<file path="src/shared/acqr_pkg.sv">
// Shared constants and types for the acquisition result and filter control registers
package acqr_pkg;

   // ------------------------------------------------------------
   // Register offsets
   // ------------------------------------------------------------
   localparam logic [6:0] ACQR_OFF_CUR_HIGH   = 7'h00;
   localparam logic [6:0] ACQR_OFF_CUR_LOW    = 7'h01;
   localparam logic [6:0] ACQR_OFF_VOLT_HIGH  = 7'h02;
   localparam logic [6:0] ACQR_OFF_VOLT_LOW   = 7'h03;
   localparam logic [6:0] ACQR_OFF_FLAGS      = 7'h04;
   localparam logic [6:0] ACQR_OFF_FILT_CTRL  = 7'h05;

   // ------------------------------------------------------------
   // Reset values
   // ------------------------------------------------------------
   localparam logic [15:0] ACQR_RST_RESULT    = 16'h0000;
   localparam logic [7:0]  ACQR_RST_FLAGS     = 8'h00;
   localparam logic [7:0]  ACQR_RST_FILT_CTRL = 8'h45;
   localparam logic [7:0]  ACQR_UNMAPPED_READ = 8'h00;

   // ------------------------------------------------------------
   // Status bit positions
   // ------------------------------------------------------------
   localparam int ACQR_FLG_NORMAL_FIRST   = 7;
   localparam int ACQR_FLG_NORMAL_SECOND  = 6;
   localparam int ACQR_FLG_STANDBY_FIRST  = 5;
   localparam int ACQR_FLG_STANDBY_SECOND = 4;
   localparam int ACQR_FLG_SUPPLY_POR     = 3;
   localparam int ACQR_FLG_CUR_UPDATED    = 2;
   localparam int ACQR_FLG_VOLT_UPDATED   = 1;
   localparam int ACQR_FLG_RESERVED       = 0;

   // ------------------------------------------------------------
   // Filter control field positions
   // ------------------------------------------------------------
   localparam int ACQR_CTL_FIRST_128 = 7;
   localparam int ACQR_CTL_CHOP_HI   = 6;
   localparam int ACQR_CTL_CHOP_LO   = 5;
   localparam int ACQR_CTL_RATIO_HI  = 4;
   localparam int ACQR_CTL_RATIO_LO  = 1;
   localparam int ACQR_CTL_SAT_MASK  = 0;

   // ------------------------------------------------------------
   // Chopper division, in modulator clock ticks
   // ------------------------------------------------------------
   localparam logic [1:0]  ACQR_CHOP_HOLD    = 2'b00;
   localparam logic [1:0]  ACQR_CHOP_DIV_256 = 2'b01;
   localparam logic [1:0]  ACQR_CHOP_DIV_512 = 2'b10;
   localparam logic [10:0] ACQR_CHOP_256     = 11'd256;
   localparam logic [10:0] ACQR_CHOP_512     = 11'd512;
   localparam logic [10:0] ACQR_CHOP_1024    = 11'd1024;

   // ------------------------------------------------------------
   // Serial frame
   // ------------------------------------------------------------
   localparam logic [2:0]  ACQR_LAST_BIT     = 3'd7;
   localparam logic [15:0] ACQR_RATIO_ONE    = 16'h0001;

   typedef enum logic [1:0] {
      ACQR_PH_IDLE,
      ACQR_PH_CMD,
      ACQR_PH_DATA
   } acqr_phase_t;

   // ------------------------------------------------------------
   // Carriers
   // ------------------------------------------------------------
   typedef struct packed {
      logic        valid;
      logic [15:0] value;
   } acqr_result_t;

   typedef struct packed {
      logic normal_acq_first;
      logic normal_acq_second;
      logic standby_acq_first;
      logic standby_acq_second;
      logic analog_supply_por;
   } acqr_mode_flags_t;

   typedef struct packed {
      logic        first_stage_128;
      logic        sat_irq_mask;
      logic [15:0] second_stage_ratio;
      logic        chopper_clock;
   } acqr_filter_cfg_t;

   typedef struct packed {
      logic [2:0] stages;
      logic       level;
   } acqr_sync_t;

endpackage

</file>
<file path="src/verilog/acqr_sync.sv">
// Three-stage pin synchroniser that moves its level only when the last two stages agree
`timescale 1ns/100ps

module acqr_sync #(
   parameter logic RST_LEVEL = 1'b0
) (
   input  wire logic sys_clk,
   input  wire logic sys_rst,
   input  wire logic pin,
   output logic      level
);
   import acqr_pkg::*;

   acqr_sync_t s_q;
   acqr_sync_t s_d;

   always_comb begin
      s_d = s_q;
      s_d.stages = {s_q.stages[1:0], pin};
      // First stage feeds only the second, never the comparison
      if (s_q.stages[1] == s_q.stages[2]) begin
         s_d.level = s_q.stages[2];
      end
   end

   always_ff @(posedge sys_clk) begin
      if (sys_rst) begin
         s_q <= '{stages: {3{RST_LEVEL}}, level: RST_LEVEL};
      end else begin
         s_q <= s_d;
      end
   end

   assign level = s_q.level;

endmodule

</file>
<file path="src/verilog/acqr_regs.sv">
// Result, status and current-path filter control registers behind a serial slave port
`timescale 1ns/100ps

module acqr_regs (
   input  wire logic                      sys_clk,
   input  wire logic                      sys_rst,
   input  wire logic                      spi_cs_n,
   input  wire logic                      spi_sclk,
   input  wire logic                      spi_sdi,
   output logic                           spi_sdo_o,
   output logic                           spi_sdo_oe,
   input  wire acqr_pkg::acqr_result_t    current_result,
   input  wire acqr_pkg::acqr_result_t    voltage_result,
   input  wire acqr_pkg::acqr_mode_flags_t mode_flags,
   input  wire logic                      modulator_clock,
   output acqr_pkg::acqr_filter_cfg_t     filter_cfg
);
   import acqr_pkg::*;

   // ------------------------------------------------------------
   // State
   // ------------------------------------------------------------
   typedef struct packed {
      logic [15:0]  cur;
      logic [15:0]  volt;
      logic [7:0]   flags;
      logic [7:0]   ctrl;
      acqr_phase_t  phase;
      logic         cs_q;
      logic         sclk_q;
      logic         idle_high;
      logic [2:0]   bitcnt;
      logic [7:0]   rx;
      logic [7:0]   tx;
      logic [6:0]   addr;
      logic         is_read;
      logic         sdo;
      logic         sdo_oe;
      logic [9:0]   chop_cnt;
      logic         chop;
      logic [15:0]  ratio;
   } acqr_state_t;

   acqr_state_t s_q;
   acqr_state_t s_d;

   logic cs_f;
   logic sclk_f;
   logic sdi_f;

   // ------------------------------------------------------------
   // Pin synchronisers
   // ------------------------------------------------------------
   acqr_sync #(.RST_LEVEL(1'b1)) u_sync_cs (
      .sys_clk (sys_clk),
      .sys_rst (sys_rst),
      .pin     (spi_cs_n),
      .level   (cs_f)
   );

   acqr_sync #(.RST_LEVEL(1'b0)) u_sync_sclk (
      .sys_clk (sys_clk),
      .sys_rst (sys_rst),
      .pin     (spi_sclk),
      .level   (sclk_f)
   );

   acqr_sync #(.RST_LEVEL(1'b0)) u_sync_sdi (
      .sys_clk (sys_clk),
      .sys_rst (sys_rst),
      .pin     (spi_sdi),
      .level   (sdi_f)
   );

   // ------------------------------------------------------------
   // Read multiplexer
   // ------------------------------------------------------------
   function automatic logic [7:0] rd_byte(input logic [6:0] a, input acqr_state_t s);
      logic [7:0] v;
      v = ACQR_UNMAPPED_READ;
      case (a)
         ACQR_OFF_CUR_HIGH:  v = s.cur[15:8];
         ACQR_OFF_CUR_LOW:   v = s.cur[7:0];
         ACQR_OFF_VOLT_HIGH: v = s.volt[15:8];
         ACQR_OFF_VOLT_LOW:  v = s.volt[7:0];
         ACQR_OFF_FLAGS:     v = s.flags;
         ACQR_OFF_FILT_CTRL: v = s.ctrl;
         default:            v = ACQR_UNMAPPED_READ;
      endcase
      return v;
   endfunction

   // ------------------------------------------------------------
   // Next state
   // ------------------------------------------------------------
   always_comb begin
      logic       cs_fall;
      logic       sclk_rise;
      logic       sclk_fall;
      logic       sample;
      logic       shift;
      logic       byte_done;
      logic       flag_clear;
      logic [7:0] rx_n;
      logic [6:0] a;
      logic [10:0] half;
      cs_fall    = 1'b0;
      sclk_rise  = 1'b0;
      sclk_fall  = 1'b0;
      sample     = 1'b0;
      shift      = 1'b0;
      byte_done  = 1'b0;
      flag_clear = 1'b0;
      rx_n       = 8'h00;
      a          = 7'h00;
      half       = 11'h000;

      s_d        = s_q;
      s_d.cs_q   = cs_f;
      s_d.sclk_q = sclk_f;

      cs_fall   = s_q.cs_q & ~cs_f;
      sclk_rise = ~s_q.sclk_q & sclk_f;
      sclk_fall = s_q.sclk_q & ~sclk_f;
      // Clock level at select decides which edge samples and which shifts
      sample    = s_q.idle_high ? sclk_rise : sclk_fall;
      shift     = s_q.idle_high ? sclk_fall : sclk_rise;

      // Results are latched whole so both bytes always belong together
      if (current_result.valid) begin
         s_d.cur = current_result.value;
      end
      if (voltage_result.valid) begin
         s_d.volt = voltage_result.value;
      end

      // ---------------- serial slave ----------------
      case (s_q.phase)
         ACQR_PH_IDLE: begin
            s_d.sdo_oe = 1'b0;
            if (cs_fall) begin
               s_d.phase     = ACQR_PH_CMD;
               s_d.idle_high = sclk_f;
               s_d.bitcnt    = 3'd0;
               s_d.is_read   = 1'b0;
            end
         end
         ACQR_PH_CMD, ACQR_PH_DATA: begin
            if (cs_f) begin
               s_d.phase  = ACQR_PH_IDLE;
               s_d.sdo_oe = 1'b0;
            end else begin
               if (shift && s_q.is_read && s_q.phase == ACQR_PH_DATA) begin
                  s_d.sdo    = s_q.tx[7];
                  s_d.tx     = {s_q.tx[6:0], 1'b0};
                  s_d.sdo_oe = 1'b1;
               end
               if (sample) begin
                  rx_n       = {s_q.rx[6:0], sdi_f};
                  s_d.rx     = rx_n;
                  s_d.bitcnt = s_q.bitcnt + 3'd1;
                  byte_done  = (s_q.bitcnt == ACQR_LAST_BIT);
               end
               if (byte_done && s_q.phase == ACQR_PH_CMD) begin
                  a           = rx_n[6:0];
                  s_d.is_read = rx_n[7];
                  s_d.phase   = ACQR_PH_DATA;
                  if (rx_n[7]) begin
                     s_d.tx     = rd_byte(a, s_q);
                     flag_clear = (a == ACQR_OFF_FLAGS);
                     s_d.addr   = a + 7'd1;
                  end else begin
                     s_d.addr   = a;
                  end
               end else if (byte_done) begin
                  // Consecutive bytes walk the address upward
                  s_d.addr = s_q.addr + 7'd1;
                  if (s_q.is_read) begin
                     s_d.tx     = rd_byte(s_q.addr, s_q);
                     flag_clear = (s_q.addr == ACQR_OFF_FLAGS);
                  end else if (s_q.addr == ACQR_OFF_FILT_CTRL) begin
                     s_d.ctrl = rx_n;
                  end
               end
            end
         end
         default: begin
            s_d.phase  = ACQR_PH_IDLE;
            s_d.sdo_oe = 1'b0;
         end
      endcase

      // ---------------- status ----------------
      s_d.flags[ACQR_FLG_NORMAL_FIRST]   = mode_flags.normal_acq_first;
      s_d.flags[ACQR_FLG_NORMAL_SECOND]  = mode_flags.normal_acq_second;
      s_d.flags[ACQR_FLG_STANDBY_FIRST]  = mode_flags.standby_acq_first;
      s_d.flags[ACQR_FLG_STANDBY_SECOND] = mode_flags.standby_acq_second;
      s_d.flags[ACQR_FLG_SUPPLY_POR]     = mode_flags.analog_supply_por;
      s_d.flags[ACQR_FLG_RESERVED]       = 1'b0;
      if (flag_clear) begin
         s_d.flags[ACQR_FLG_CUR_UPDATED]  = 1'b0;
         s_d.flags[ACQR_FLG_VOLT_UPDATED] = 1'b0;
      end
      // Set after clear so an update during a status read is kept
      if (current_result.valid) begin
         s_d.flags[ACQR_FLG_CUR_UPDATED] = 1'b1;
      end
      if (voltage_result.valid) begin
         s_d.flags[ACQR_FLG_VOLT_UPDATED] = 1'b1;
      end

      // ---------------- filter controls ----------------
      s_d.ratio = ACQR_RATIO_ONE << s_d.ctrl[ACQR_CTL_RATIO_HI:ACQR_CTL_RATIO_LO];

      // Chopper toggles every half period counted in modulator ticks
      case (s_d.ctrl[ACQR_CTL_CHOP_HI:ACQR_CTL_CHOP_LO])
         ACQR_CHOP_DIV_256: half = ACQR_CHOP_256 >> 1;
         ACQR_CHOP_DIV_512: half = ACQR_CHOP_512 >> 1;
         default:           half = ACQR_CHOP_1024 >> 1;
      endcase
      if (s_d.ctrl[ACQR_CTL_CHOP_HI:ACQR_CTL_CHOP_LO] == ACQR_CHOP_HOLD) begin
         s_d.chop     = 1'b1;
         s_d.chop_cnt = 10'd0;
      end else if (modulator_clock) begin
         // Greater-or-equal lets a shorter divider take over cleanly mid-count
         if ({1'b0, s_q.chop_cnt} >= half - 11'd1) begin
            s_d.chop_cnt = 10'd0;
            s_d.chop     = ~s_q.chop;
         end else begin
            s_d.chop_cnt = s_q.chop_cnt + 10'd1;
         end
      end
   end

   // ------------------------------------------------------------
   // Registers
   // ------------------------------------------------------------
   always_ff @(posedge sys_clk) begin
      if (sys_rst) begin
         s_q           <= '0;
         s_q.cur       <= ACQR_RST_RESULT;
         s_q.volt      <= ACQR_RST_RESULT;
         s_q.flags     <= ACQR_RST_FLAGS;
         s_q.ctrl      <= ACQR_RST_FILT_CTRL;
         s_q.phase     <= ACQR_PH_IDLE;
         s_q.cs_q      <= 1'b1;
         s_q.chop      <= 1'b1;
         s_q.ratio     <= ACQR_RATIO_ONE << ACQR_RST_FILT_CTRL[ACQR_CTL_RATIO_HI:ACQR_CTL_RATIO_LO];
      end else begin
         s_q <= s_d;
      end
   end

   // ------------------------------------------------------------
   // Outputs
   // ------------------------------------------------------------
   assign spi_sdo_o                     = s_q.sdo;
   assign spi_sdo_oe                    = s_q.sdo_oe;
   assign filter_cfg.first_stage_128    = s_q.ctrl[ACQR_CTL_FIRST_128];
   assign filter_cfg.sat_irq_mask       = s_q.ctrl[ACQR_CTL_SAT_MASK];
   assign filter_cfg.second_stage_ratio = s_q.ratio;
   assign filter_cfg.chopper_clock      = s_q.chop;

endmodule

</file>
<file path="config.mk">
export PLATFORM = sky130hd
export DESIGN_NAME = acqr_regs
export DESIGN_NICKNAME = d
export VERILOG_FILES = /design/src/shared/acqr_pkg.sv /design/src/verilog/acqr_sync.sv /design/src/verilog/acqr_regs.sv
export SDC_FILE = /design/constraint.sdc
export NUM_CORES = 1
export LEC_CHECK = 0
export ABC_CLOCK_PERIOD_IN_PS = 7500
export BUFFER_PORTS_ARGS = -buffer_cell sky130_fd_sc_hd__clkbuf_2
export CORE_UTILIZATION = 30
export CTS_CLUSTER_DIAMETER = 40
export CTS_CLUSTER_SIZE = 8
export DETAILED_ROUTE_END_ITERATION = 8
export GPL_TIMING_DRIVEN = 0
export SYNTH_ARGS = -nofsm -noshare
export SYNTH_HDL_FRONTEND = slang
export SYNTH_SLANG_ARGS = --single-unit
</file>
<file path="constraint.sdc">
create_clock -name sys_clk -period 7.5 [get_ports sys_clk]
set_input_delay 1.5 -clock sys_clk [delete_from_list [all_inputs] [get_ports sys_clk]]
set_output_delay 1.5 -clock sys_clk [all_outputs]
set_load 0.02 [all_outputs]
</file>
Word level (Yosys, flattened, before mapping)
Index checks and enable logic that the tools add are counted.

Bits in registers: 121. Input bits: 45. Output and inout port bits: 21. Logic and storage cells: 137.

$add $sub $neg: 5. Magnitude comparators: 1. Equality and inequality tests: 23. Shifts and indexed selects: 1. Muxes and demuxes: 45. Bitwise logic cells: 10. Reduce and logical (&&, ||, !) cells: 24.

Operators by type and width (count): $pmux 8 s6 (2); $mux 7 (7); $mux 8 (6); $mux 15 (2); $eq 7x2->1 const B (4); $eq 7x3->1 const B (4); $mux 28 (1); $pmux 10 s2 (1); $shl 1x4->16 const A (1); $mux 1 (15); $add 7x1->7 const B (2); $eq 7x1->1 const B (2); $logic_not 7->1 (2); $ge 10x11->1 (1); $mux 11 (1); $sub 11x1->11 const B (1); $add 10x1->10 const B (1); $mux 10 (1); $mux 2 (5); $reduce_and 3->1 (3); $ne 2x2->1 const B (4); $reduce_and 2->1 (4); $reduce_and 4->1 (2); $reduce_bool 2->1 (4); other kinds (17) (33).

Longest topological paths before layout
Gate-level depths: netlist (run 1).

Depth in word-level cells: 17. Depth in mapped cells: 17. Gate-level depth less buffers: 14.

By module
A second synthesis (run 1) with hierarchy kept.

Cell total of the unflattened synthesis: 715. Area total of the unflattened synthesis: 6169.7 µm².

Modules (own cells, without submodules): acqr_regs (instances 1, cells an instance 685, area each 5829.3 µm², sequential area each 2142.1 µm²); acqr_sync (u_sync_sclk ...) (instances 2, cells an instance 10, area each 112.6 µm², sequential area each 80.1 µm²); acqr_sync (u_sync_cs) (instances 1, cells an instance 10, area each 115.1 µm², sequential area each 80.1 µm²).

Worst setup path before layout (run 1)
OpenSTA, ideal clock, no wires.

Kind: register to register. Start point: register s_q[59] (netlist bit). End point: register s_q (netlist bit filter_cfg[0]). Setup time: 0.127 ns. Arrival: 3.587 ns. Data required time: 7.373 ns. Slack: 3.786 ns. Stages on the path, launching flop included: 17. Buffers on the path: 2. Clock period less this slack: 3.714 ns. Cells stage by stage: dfxtp_1 > inv_1 > ha_1 > nand2b_1 > clkbuf_1 > a211oi_4 > nand2_2 > buf_2 > a21oi_2 > inv_1 > ha_1 > ha_1 > nand4_1 > or3b_2 > a211oi_1 > xor2_1 > or3_1.

RTL lines: from (decl) (line acqr_regs.sv:44) `acqr_state_t s_q;`.

==> results of run 1 <==
-- logic make-up (layout without fill, tap and decap cells) --
logic type / after synthesis / in the layout / synth area share (%)
and+or+nand+nor: 255 / 255 / 20.3
AOI/OAI and AO/OA: 185 / 185 / 21.3
DFF: 119 / 119 / 38.2
buffers and inverters: 84 / 178 / 6.70
muxes: 45 / 45 / 7.34
adders and majority gates: 20 / 20 / 4.01
xor gates and xnor gates: 15 / 15 / 2.11
other: 1 / 1 / 0.0601
-- worst paths after layout --
path	startpoint	endpoint	slack [ps]
worst max-delay path	s_q[31]	s_q[21]	3180
worst min register to register	u_sync_cs.s_d[2]	u_sync_cs.s_d[3]	400
worst max register to register	s_q[31]	s_q[21]	3180
worst min-delay path	u_sync_cs.s_d[2]	u_sync_cs.s_d[3]	400
-- placed cells by master, fill, tap and decap left out, drive strengths merged, types with 5 or more instances in the layout --
| master | netlist | routed |
|---|---|---|
| a211oi | 15 | 15 |
| a21oi | 36 | 36 |
| a221oi | 5 | 5 |
| a222oi | 6 | 6 |
| a22oi | 16 | 16 |
| a31oi | 5 | 5 |
| and3 | 10 | 10 |
| buf | 37 | 37 |
| bufinv | 0 | 5 |
| clkbuf | 26 | 108 |
| dfxtp | 119 | 119 |
| ha | 20 | 20 |
| inv | 21 | 22 |
| mux2 | 6 | 6 |
| mux2i | 39 | 39 |
| nand2 | 59 | 59 |
| nand3 | 23 | 23 |
| nand4 | 15 | 15 |
| nor2 | 83 | 83 |
| nor2b | 16 | 16 |
| nor3 | 12 | 12 |
| nor4 | 5 | 5 |
| o211ai | 9 | 9 |
| o21ai | 33 | 33 |
| o221ai | 5 | 5 |
| o22ai | 7 | 7 |
| or3 | 6 | 6 |
| xnor2 | 7 | 7 |
| xor2 | 8 | 8 |
-- state kept, by name, indices dropped and copies added (netlist names) --
name / flops
u_sync_sclk.s_q: 1
filter_cfg: 19
u_sync_sdi.s_d: 2
u_sync_cs.s_d: 2
spi_sdo_oe: 1
s_q: 86
u_sync_sclk.s_d: 2
u_sync_cs.level: 1
u_sync_sdi.level: 1
u_sync_sclk.level: 1
spi_sdo_o: 1
u_sync_cs.s_q: 1
u_sync_sdi.s_q: 1
-- routing by layer --
| layer | global-route usage (%) | routed length, µm | up-vias |
|---|---|---|---|
| li1 | - | - | 2792 |
| met3 | 3.94 | 1130 | 46 |
| met5 | 0 | 0 | - |
| met2 | 27.5 | 8490 | 198 |
| met1 | 24.2 | 8480 | 2675 |
| met4 | 10.7 | 866 | 0 |
-- power by group through the flow --
stage	Combinational (mW)	Clock, mW	Sequential, mW
6_report	0.0643	0.901	0.664
5_1_grt	0.0720	0.951	0.665
4_1_cts	0.0656	0.922	0.663
3_5_place_dp	0.0654	0	0.677
3_3_place_gp	0.0641	0	0.677
2_1_floorplan	0.0413	0	0.670
-- cells in the mapped netlist (all sizes together), types with 8 or more instances --
cell    count
and3       10
a22oi      16
mux2i      39
dfxtp     119
nand2      59
nand3      23
o21ai      33
nor3       12
buf        37
nor2       83
inv        21
nor2b      16
a211oi     15
ha         20
o211ai      9
xor2        8
clkbuf     26
a21oi      36
nand4      15
-- through the flow --
| step | power, mW | utilization (%) | hold WS (ps) | cell area, µm² | setup slack, ps |
|---|---|---|---|---|---|
| after floorplan | 0.711 | - | 389 | 6230 | 3790 |
| after global placement | 0.741 | 33.9 | 391 | 6880 | 3190 |
| after detailed placement | 0.742 | 33.9 | 393 | 6880 | 3200 |
| after CTS | 1.65 | 37.1 | 406 | 7540 | 3160 |
| after global routing | 1.69 | 37.1 | 418 | 7540 | 2810 |
| final | 1.63 | 37.1 | 404 | 7540 | 3180 |
-- worst reg2reg max path: cells and delay by family, from the launching register on --
kind / cells / cell delay [ps]
compound gates: 2 / 560
simple gates: 7 / 1720
flops: 1 / 350
buf+inv: 5 / 810
fa+ha+maj: 3 / 750
-- layout make-up --
type / count / area, µm² / area share, %
Buffer: 63 / 339 / 4.50
Clock buffer: 20 / 457 / 6.06
Clock inverter: 12 / 198 / 2.62
Inverter: 21 / 78.8 / 1.05
Multi-Input combinational cell: 521 / 3430 / 45.6
Sequential cell: 119 / 2380 / 31.6
Tap cell: 270 / 338 / 4.48
Timing Repair Buffer: 62 / 310 / 4.12
==> flow_metrics.tcl, run 1 <==
set metrics [dict create \
    hold_path_class "reg -> reg" \
    cts_resized 0 \
    cts_sinks 119 \
    dr.pass1.iters 5 \
    final_cells 1088 \
    finalWirelength_um 19000 \
    synth_top_area_share_pct 38.2 \
    viasPerCell 5.25 \
    first_iter_violations 562 \
    synth_edf_count 0 \
    skew_ps 6.92 \
    combPwrFrac_pct 3.9 \
    grt_pass1_wl_um 30200 \
    ys_types 75 \
    maxCapViolCount 0 \
    drc 0 \
    path_cells "inv_1 > ha_1 > nor4b_4 > and3_1 > buf_2 > nand2_2 > buf_2 > a21oi_2 > inv_1 > ha_1 > ha_1 > nand4_1 > or3b_2 > a211oi_1 > or3_1 > buf_2 > nor2_1" \
    area_growth_syn_to_layout_pct 20.9 \
    rsz0062_at_grt "false" \
    root_buffer "clkbuf_16" \
    core_area_um2 20300 \
    diodes 0 \
    p_int_mw 1.28 \
    path_depth 17 \
    syn_area_um2 6230 \
    syn-mean-instance-area_um2 8.61 \
    die_area_um2 21400 \
    ant_nets 0 \
    slew_viol_final 0 \
    yosysSeqAreaShare_pct 38.2 \
    clk_pin_slew_ps 50 \
    worstSetupEndpointType "flop" \
    synth.largest_area_cell "dfxtp_1" \
    initial_core_util_pct 30.7 \
    finalCriticalPeriod_ps 4320 \
    seqPwrFrac_pct 40.8 \
    max_slew_margin_pct 33.9 \
    syn-num-nets 789 \
    grt_max_degree 17 \
    finish.net_count 870 \
    hold_buffers 0 \
    htree_levels 4 \
    rows 52 \
    placedCellCount 1056 \
    status "finished, final reports clean" \
    fmax_mhz 231 \
    cts_buffers 17 \
    reg2reg_depth 17 \
    p_clk_share_pct 55.3 \
    grt_pass1_vias 5411 \
    postCtsSetupRepairBufs 0 \
    cts_tree "done" \
    wl_per_cell_um 17.4 \
    num_vias 5711 \
    cts_buffer_depth 2 \
    hpwl_um 14300 \
    clk_latency_ps 420 \
    power.switching_uw 345 \
    yosysWarnings 0 \
    cp_slowest_cell "nor4b_4" \
    cp_max_fo 10 \
    cpPeakStageDelay_ps 610 \
    synthArstFlopShare_pct 0 \
    synth_cells 724 \
    grtUsageTotal_pct 18.3 \
    timing_worst_setup_path_type "reg -> reg" \
    fill_cells 2092 \
    numPortBuffers 62 \
    fin_crit_sh_pct 57.6 \
    drive_above_1_share_pct 18.2 \
    ios 66 \
    path_buf_inv 5 \
    place.gp.congestion 0.931 \
    worst_pin_slew_ps 984 \
    setup_tns_ps 0 \
    crit_family "simple AND/OR/NAND/NOR gates" \
    antenna_found_initial 0 \
    cp.arrival_ps 4620 \
    whs_path_depth 1 \
    switching_share_pct 21.2 \
    irDropWorstVdd_v 0.000144 \
    die_y_um 146 \
    yosys_register_bits 119 \
    p_leak_nw 2.92 \
    crit_required_ps 7800 \
    die_x_um 146 \
    gr-total-overflow 0 \
    p_per_area_nw_per_um2 216 \
    synthFlopType "dfxtp_1" \
    hold_violations 0 \
    yosys-top-cells-area "dfxtp_1 38%, mux2i_1 6.3%, nor2_1 5.0%" \
    critPathLaunchType "flop" \
    setup_violations 0 \
]
No activity file was read; power rests on OpenSTA's default activity.
==> inputs of run 2 (changes only) <==
--- a/config.mk
+++ b/config.mk
@@ -5,7 +5,8 @@
 export SDC_FILE = /design/constraint.sdc
 export NUM_CORES = 1
 export LEC_CHECK = 0
-export ABC_CLOCK_PERIOD_IN_PS = 7500
+export ABC_AREA = 1
+export ABC_CLOCK_PERIOD_IN_PS = 3850
 export BUFFER_PORTS_ARGS = -buffer_cell sky130_fd_sc_hd__clkbuf_2
 export CORE_UTILIZATION = 30
 export CTS_CLUSTER_DIAMETER = 40
==> constraint.sdc (replaced) <==
create_clock -name sys_clk -period 3.85 [get_ports sys_clk]
set_input_delay 0.77 -clock sys_clk [delete_from_list [all_inputs] [get_ports sys_clk]]
set_output_delay 0.77 -clock sys_clk [all_outputs]
set_load 0.02 [all_outputs]
==> flow_metrics.tcl, run 2 <==
set metrics [dict create \
    ant_nets 0 \
    die_x_um 146 \
    largest_register_ffs 86 \
    grt_pass1_vias 5660 \
    hold_buffers 0 \
    cp_max_fo 10 \
    clk_pin_slew_ps 50 \
    synth_top_area_share_pct 38.5 \
    whs_path_depth 2 \
    ys_types 38 \
    synth.largest_area_cell "dfxtp_1" \
    yosys-top-cells-area "dfxtp_1 39%, nand2_1 11%, nor2_1 9.9%" \
    htree_levels 4 \
    cts_buffer_depth 2 \
    place.gp.congestion 0.942 \
    hold_violations 0 \
    cts_tree "done" \
    cts_buffers 17 \
    setup_violations 0 \
    gr-total-overflow 0 \
    syn-mean-instance-area_um2 6.73 \
    worst_pin_slew_ps 1150 \
    die_area_um2 21200 \
    area_growth_syn_to_layout_pct 20.9 \
    diodes 0 \
    reg2reg_depth 19 \
    finish.net_count 1071 \
    synth_cells 919 \
    root_buffer "clkbuf_16" \
    yosysWarnings 0 \
    combPwrFrac_pct 4.7 \
    fill_cells 2178 \
    final_cell_mix "187 x nand2_1, 162 x nor2_1, 119 x dfxtp_1" \
    power_mw 3.05 \
    synthArstFlopShare_pct 0 \
    drive_above_1_share_pct 15.2 \
    synth_commonest_cells "188 x nand2_1, 163 x nor2_1, 119 x dfxtp_1" \
    viasPerCell 4.83 \
    top_register "s_q" \
    first_iter_violations 564 \
    irDropWorstVdd_v 0.000283 \
    fin_crit_sh_pct 91.1 \
    finalWirelength_um 18500 \
    placedCellCount 1254 \
    wl_per_cell_um 14.3 \
    rsz0062_at_grt "false" \
    numPortBuffers 65 \
    layout_commonest_cell "nand2_1" \
    hold_path_class "reg -> reg" \
    critPathLaunchType "flop" \
    dr.pass1.iters 4 \
    initial_core_util_pct 30.6 \
    timing_worst_setup_path_type "reg -> reg" \
    core_area_um2 20200 \
    max_slew_margin_pct 22.6 \
    status "finished, final reports clean" \
    die_y_um 146 \
    grt_max_degree 17 \
    yosysSeqAreaShare_pct 38.5 \
    switching_share_pct 23.0 \
    hpwl_um 13800 \
    cp.arrival_ps 3820 \
    p_per_area_nw_per_um2 408 \
    maxCapViolCount 0 \
    slew_viol_final 0 \
    grtUsageTotal_pct 18.0 \
    fmax_mhz 285 \
    worstSetupEndpointType "flop" \
    p_leak_nw 3.32 \
    crit_required_ps 4160 \
    clk_latency_ps 430 \
    antenna_found_initial 0 \
    yosysMostFrequentCell "nand2_1" \
    syn-num-nets 984 \
    synthFlopType "dfxtp_1" \
    cts_sinks 119 \
    p_clk_share_pct 52.8 \
    p_int_mw 2.35 \
    synth_edf_count 0 \
    yosys_register_bits 119 \
    drc 0 \
    num_vias 6223 \
    skew_ps 9.64 \
    power.switching_uw 701 \
    setup_tns_ps 0 \
    grt_pass1_wl_um 29900 \
    seqPwrFrac_pct 42.6 \
    syn_area_um2 6180 \
    ios 66 \
    finalCriticalPeriod_ps 3510 \
    final_cells 1288 \
    rows 52 \
]
[run 2: cell count changes after synthesis, moves of 10 or more]
cell / change
inv_1: +60
nand4_1: +27
nor2b_1: -16
nand3_1: +39
mux2i_1: -39
a21oi_1: +26
o21ai_0: +40
nor2_1: +80
and3_1: -10
a22oi_1: -16
nand2_1: +130
[run 2: cells by family after synthesis]
kind of cell,count (synthesis),share of synthesized area (%)
flops,119,38.5
simple gates,483,33.7
other cells,1,0.0607
fa+ha+maj,20,4.05
compound gates,148,12.8
xor+xnor,6,0.850
buf+inv,142,10.0
[run 2: per-layer routing]
| layer | routed length [µm] | GRT usage (%) | vias up |
|---|---|---|---|
| met2 | 7660 | 26.3 | 242 |
| met1 | 8960 | 25.1 | 2798 |
| met5 | 0 | 0 | - |
| met4 | 397 | 6.53 | 0 |
| li1 | - | - | 3155 |
| met3 | 1460 | 4.95 | 28 |
[run 2: layout make-up]
cell class              instances  area (µm²)  share of cell area [%]
inverters                      88         330                    4.42
clock buffers                  18         439                    5.87
clock inverters                13         156                    2.09
repair buffers                 68         348                    4.65
well taps                     270         338                    4.52
multi-input cells             658        3190                    42.7
flip-flops and latches        119        2380                    31.9
plain buffers                  54         290                    3.88
[run 2: final timing paths]
path / startpoint / end / slack (ps)
max: s_q[59] / s_q[21] / 340
min: u_sync_sdi.s_d[2] / u_sync_sdi.s_d[3] / 400
max reg2reg: s_q[59] / s_q[21] / 340
min reg2reg: u_sync_sdi.s_d[2] / u_sync_sdi.s_d[3] / 400
[run 2: power groups by stage]
stage | Sequential (mW) | Combinational [mW] | Clock, mW
floorplan | 1.31 | 0.0879 | 0
global placement | 1.32 | 0.140 | 0
detailed placement | 1.32 | 0.142 | 0
CTS | 1.30 | 0.143 | 1.63
global route | 1.30 | 0.165 | 1.69
finish | 1.30 | 0.143 | 1.61
[run 2: stage by stage]
stage                     area (µm²)  worst slack (ps)  hold WS [ps]  utilization [%]
after floorplan                 6180               535           388                -
after global placement          6850             -73.7           393             33.8
after detailed placement        6850              -125           398             33.8
after CTS                       7450              22.0           406             36.8
after global routing            7480              34.0           426             36.9
final                           7480               343           401             36.9
[run 2: repair_timing]
item	CTS	global route
endpoints found under the setup margin	9	11
pin swaps	1	2
setup buffers	0	3
resized for setup	4	2
[run 2: worst max-delay path: stages (launching register included)]
cell,delay [ps]
dfxtp_1,360
inv_1,70
ha_1,290
inv_1,70
nor2_2,130
inv_1,130
nor2_4,180
nand2_2,160
nor2_4,140
buf_6,170
nand2_1,70
o21ai_2,120
ha_1,290
ha_1,310
nand4_1,90
or3_1,320
nand3_1,150
nand2_1,100
nand2_2,160
nor3_1,70
==> inputs of run 3 (changes only) <==
--- a/config.mk
+++ b/config.mk
@@ -15,4 +15,5 @@
 export GPL_TIMING_DRIVEN = 0
 export SYNTH_ARGS = -nofsm -noshare
 export SYNTH_HDL_FRONTEND = slang
+export SYNTH_HIERARCHICAL = 1
 export SYNTH_SLANG_ARGS = --single-unit
==> flow_metrics.tcl, run 3 <==
set metrics [dict create \
    place.gp.congestion 0.933 \
    yosysSeqAreaShare_pct 38.1 \
    initial_core_util_pct 30.7 \
    clk_latency_ps 430 \
    p_int_mw 2.33 \
    die_x_um 146 \
    path_cells "inv_1 > ha_1 > nand3_4 > nor2_8 > nand2_4 > nor2_2 > nand2_1 > a32oi_4 > ha_1 > ha_1 > nand2_1 > nor2_1 > nand2_1 > o211ai_1 > nand2_1 > or2_2 > nand3_1" \
    irDropWorstVdd_v 0.000287 \
    cpPeakStageDelay_ps 350 \
    p_leak_nw 3.45 \
    rsz0062_at_grt "false" \
    hold_violations 0 \
    viasPerCell 4.78 \
    root_buffer "clkbuf_16" \
    maxCapViolCount 0 \
    setup_tns_ps 0 \
    num_vias 6203 \
    antenna_found_initial 0 \
    synth_edf_count 0 \
    max_slew_margin_pct 11.4 \
    seqPwrFrac_pct 41.5 \
    drive_above_1_share_pct 15.3 \
    skew_ps 7.31 \
    power.switching_uw 834 \
    layout_commonest_cell "nand2_1" \
    cp.arrival_ps 3730 \
    worstSetupEndpointType "flop" \
    cp_max_fo 8 \
    die_y_um 146 \
    slew_viol_final 0 \
    grt_pass1_wl_um 29100 \
    hold_buffers 0 \
    setup_slack_ps 488 \
    hpwl_um 13600 \
    first_iter_violations 479 \
    synth.largest_area_cell "dfxtp_1" \
    drc 0 \
    die_area_um2 21400 \
    p_clk_share_pct 50.5 \
    ys_types 42 \
    numPortBuffers 65 \
    yosysWarnings 6 \
    ios 66 \
    critical_path.most_common_cell "nand2_1" \
    setup_violations 0 \
    p_per_area_nw_per_um2 418 \
    yosys_register_bits 119 \
    area_growth_syn_to_layout_pct 20.8 \
    gr-total-overflow 0 \
    worst_pin_slew_ps 1320 \
    timing_worst_setup_path_type "reg -> reg" \
    dp_slack_ps 24.5 \
    syn_area_um2 6250 \
    largest_register_ffs 86 \
    final_cell_mix "192 x nand2_1, 165 x nor2_1, 119 x dfxtp_1" \
    combPwrFrac_pct 8.0 \
    core_area_um2 20400 \
    power_mw 3.16 \
    switching_share_pct 26.4 \
    grt_pass1_vias 5748 \
    top_register "s_q" \
    grtUsageTotal_pct 17.6 \
    grt_max_degree 17 \
    ant_nets 0 \
    finalWirelength_um 18400 \
    rows 52 \
    finalCriticalPeriod_ps 3360 \
    fmax_mhz 297 \
    synth_commonest_cells "193 x nand2_1, 167 x nor2_1, 119 x dfxtp_1" \
    cts_buffer_depth 2 \
    cts_sinks 119 \
    fin_crit_sh_pct 87.3 \
    dr.pass1.iters 5 \
    htree_levels 4 \
    whs_ps 404 \
    critPathLaunchType "flop" \
    fill_cells 2189 \
    diodes 0 \
    cts_buffers 17 \
    finish.net_count 1080 \
    syn-num-nets 994 \
    crit_required_ps 4210 \
    synthArstFlopShare_pct 0 \
    synth_cells 929 \
    yosysMostFrequentCell "nand2_1" \
    syn-mean-instance-area_um2 6.73 \
    cp_slowest_cell "dfxtp_1" \
    cts_tree "done" \
    wl_per_cell_um 14.2 \
    hold_path_class "reg -> reg" \
    clk_pin_slew_ps 60 \
    yosys-top-cells-area "dfxtp_1 38%, nand2_1 12%, nor2_1 10%" \
    utilization_pct 37.1 \
    status "finished, final reports clean" \
    synthFlopType "dfxtp_1" \
    synth_top_area_share_pct 38.1 \
]
[run 3: stage by stage]
stage | cell area, µm² | cells
after floorplan | 6250 | 929
after global placement | 6920 | 1264
after detailed placement | 6920 | 1264
after CTS | 7510 | 1296
after global routing | 7560 | 1298
final | 7560 | 1298
[run 3: cells by family after synthesis]
family / after synthesis / synth area share, %
fa+ha+maj: 20 / 4.00
buf+inv: 148 / 10.2
xor+xnor: 5 / 0.700
flops: 119 / 38.1
compound gates: 142 / 12.3
other cells: 1 / 0.0600
simple gates: 494 / 34.7
[run 3: area by class of cell]
| type | instances | area (µm²) | area share [%] |
|---|---|---|---|
| Timing Repair Buffer | 67 | 340 | 4.50 |
| Tap cell | 270 | 338 | 4.47 |
| Buffer | 49 | 267 | 3.53 |
| Clock buffer | 17 | 425 | 5.63 |
| Clock inverter | 15 | 169 | 2.24 |
| Multi-Input combinational cell | 662 | 3260 | 43.2 |
| Sequential cell | 119 | 2380 | 31.5 |
| Inverter | 99 | 372 | 4.92 |
[run 3: power by group through the flow]
stage               Clock (mW)  Combinational (mW)  Sequential [mW]
finish                    1.59               0.253             1.31
global route              1.69               0.290             1.32
CTS                       1.63               0.252             1.31
detailed placement           0               0.250             1.34
global placement             0               0.247             1.34
floorplan                    0               0.173             1.33
[run 3: metal layers]
| layer | track usage, % | vias up | share of wire [%] |
|---|---|---|---|
| met5 | 0 | - | 0 |
| met4 | 6.56 | 0 | 2.3 |
| met3 | 4.38 | 30 | 5.9 |
| met2 | 28.9 | 185 | 46 |
| met1 | 22.2 | 2810 | 46 |
| li1 | - | 3178 | - |
[run 3: timing repair]
item / 4_1_cts / 5_1_grt
gates resized for setup: 0 / 6
endpoints found under the setup margin: 0 / 11
hold endpoints to repair: 0 / 0
setup buffers: 0 / 2
[run 3: final timing paths]
| path | slack, ps | from | to | depth (start not counted) |
|---|---|---|---|---|
| hold reg to reg | 400 | u_sync_sdi/s_d[2] | u_sync_sdi/s_d[3] | 2 |
| hold / removal | 400 | u_sync_sdi/s_d[2] | u_sync_sdi/s_d[3] | 2 |
| setup reg to reg | 490 | s_q[31] | filter_cfg[0] | 17 |
| setup / recovery | 490 | s_q[31] | filter_cfg[0] | 17 |
[run 3: worst max-delay path: cells and delay by family (launching register included)]
family | cells | cell delay (ps)
compound gates | 2 | 520
fa+ha+maj | 3 | 810
buf+inv | 1 | 100
flops | 1 | 350
simple gates | 11 | 1540
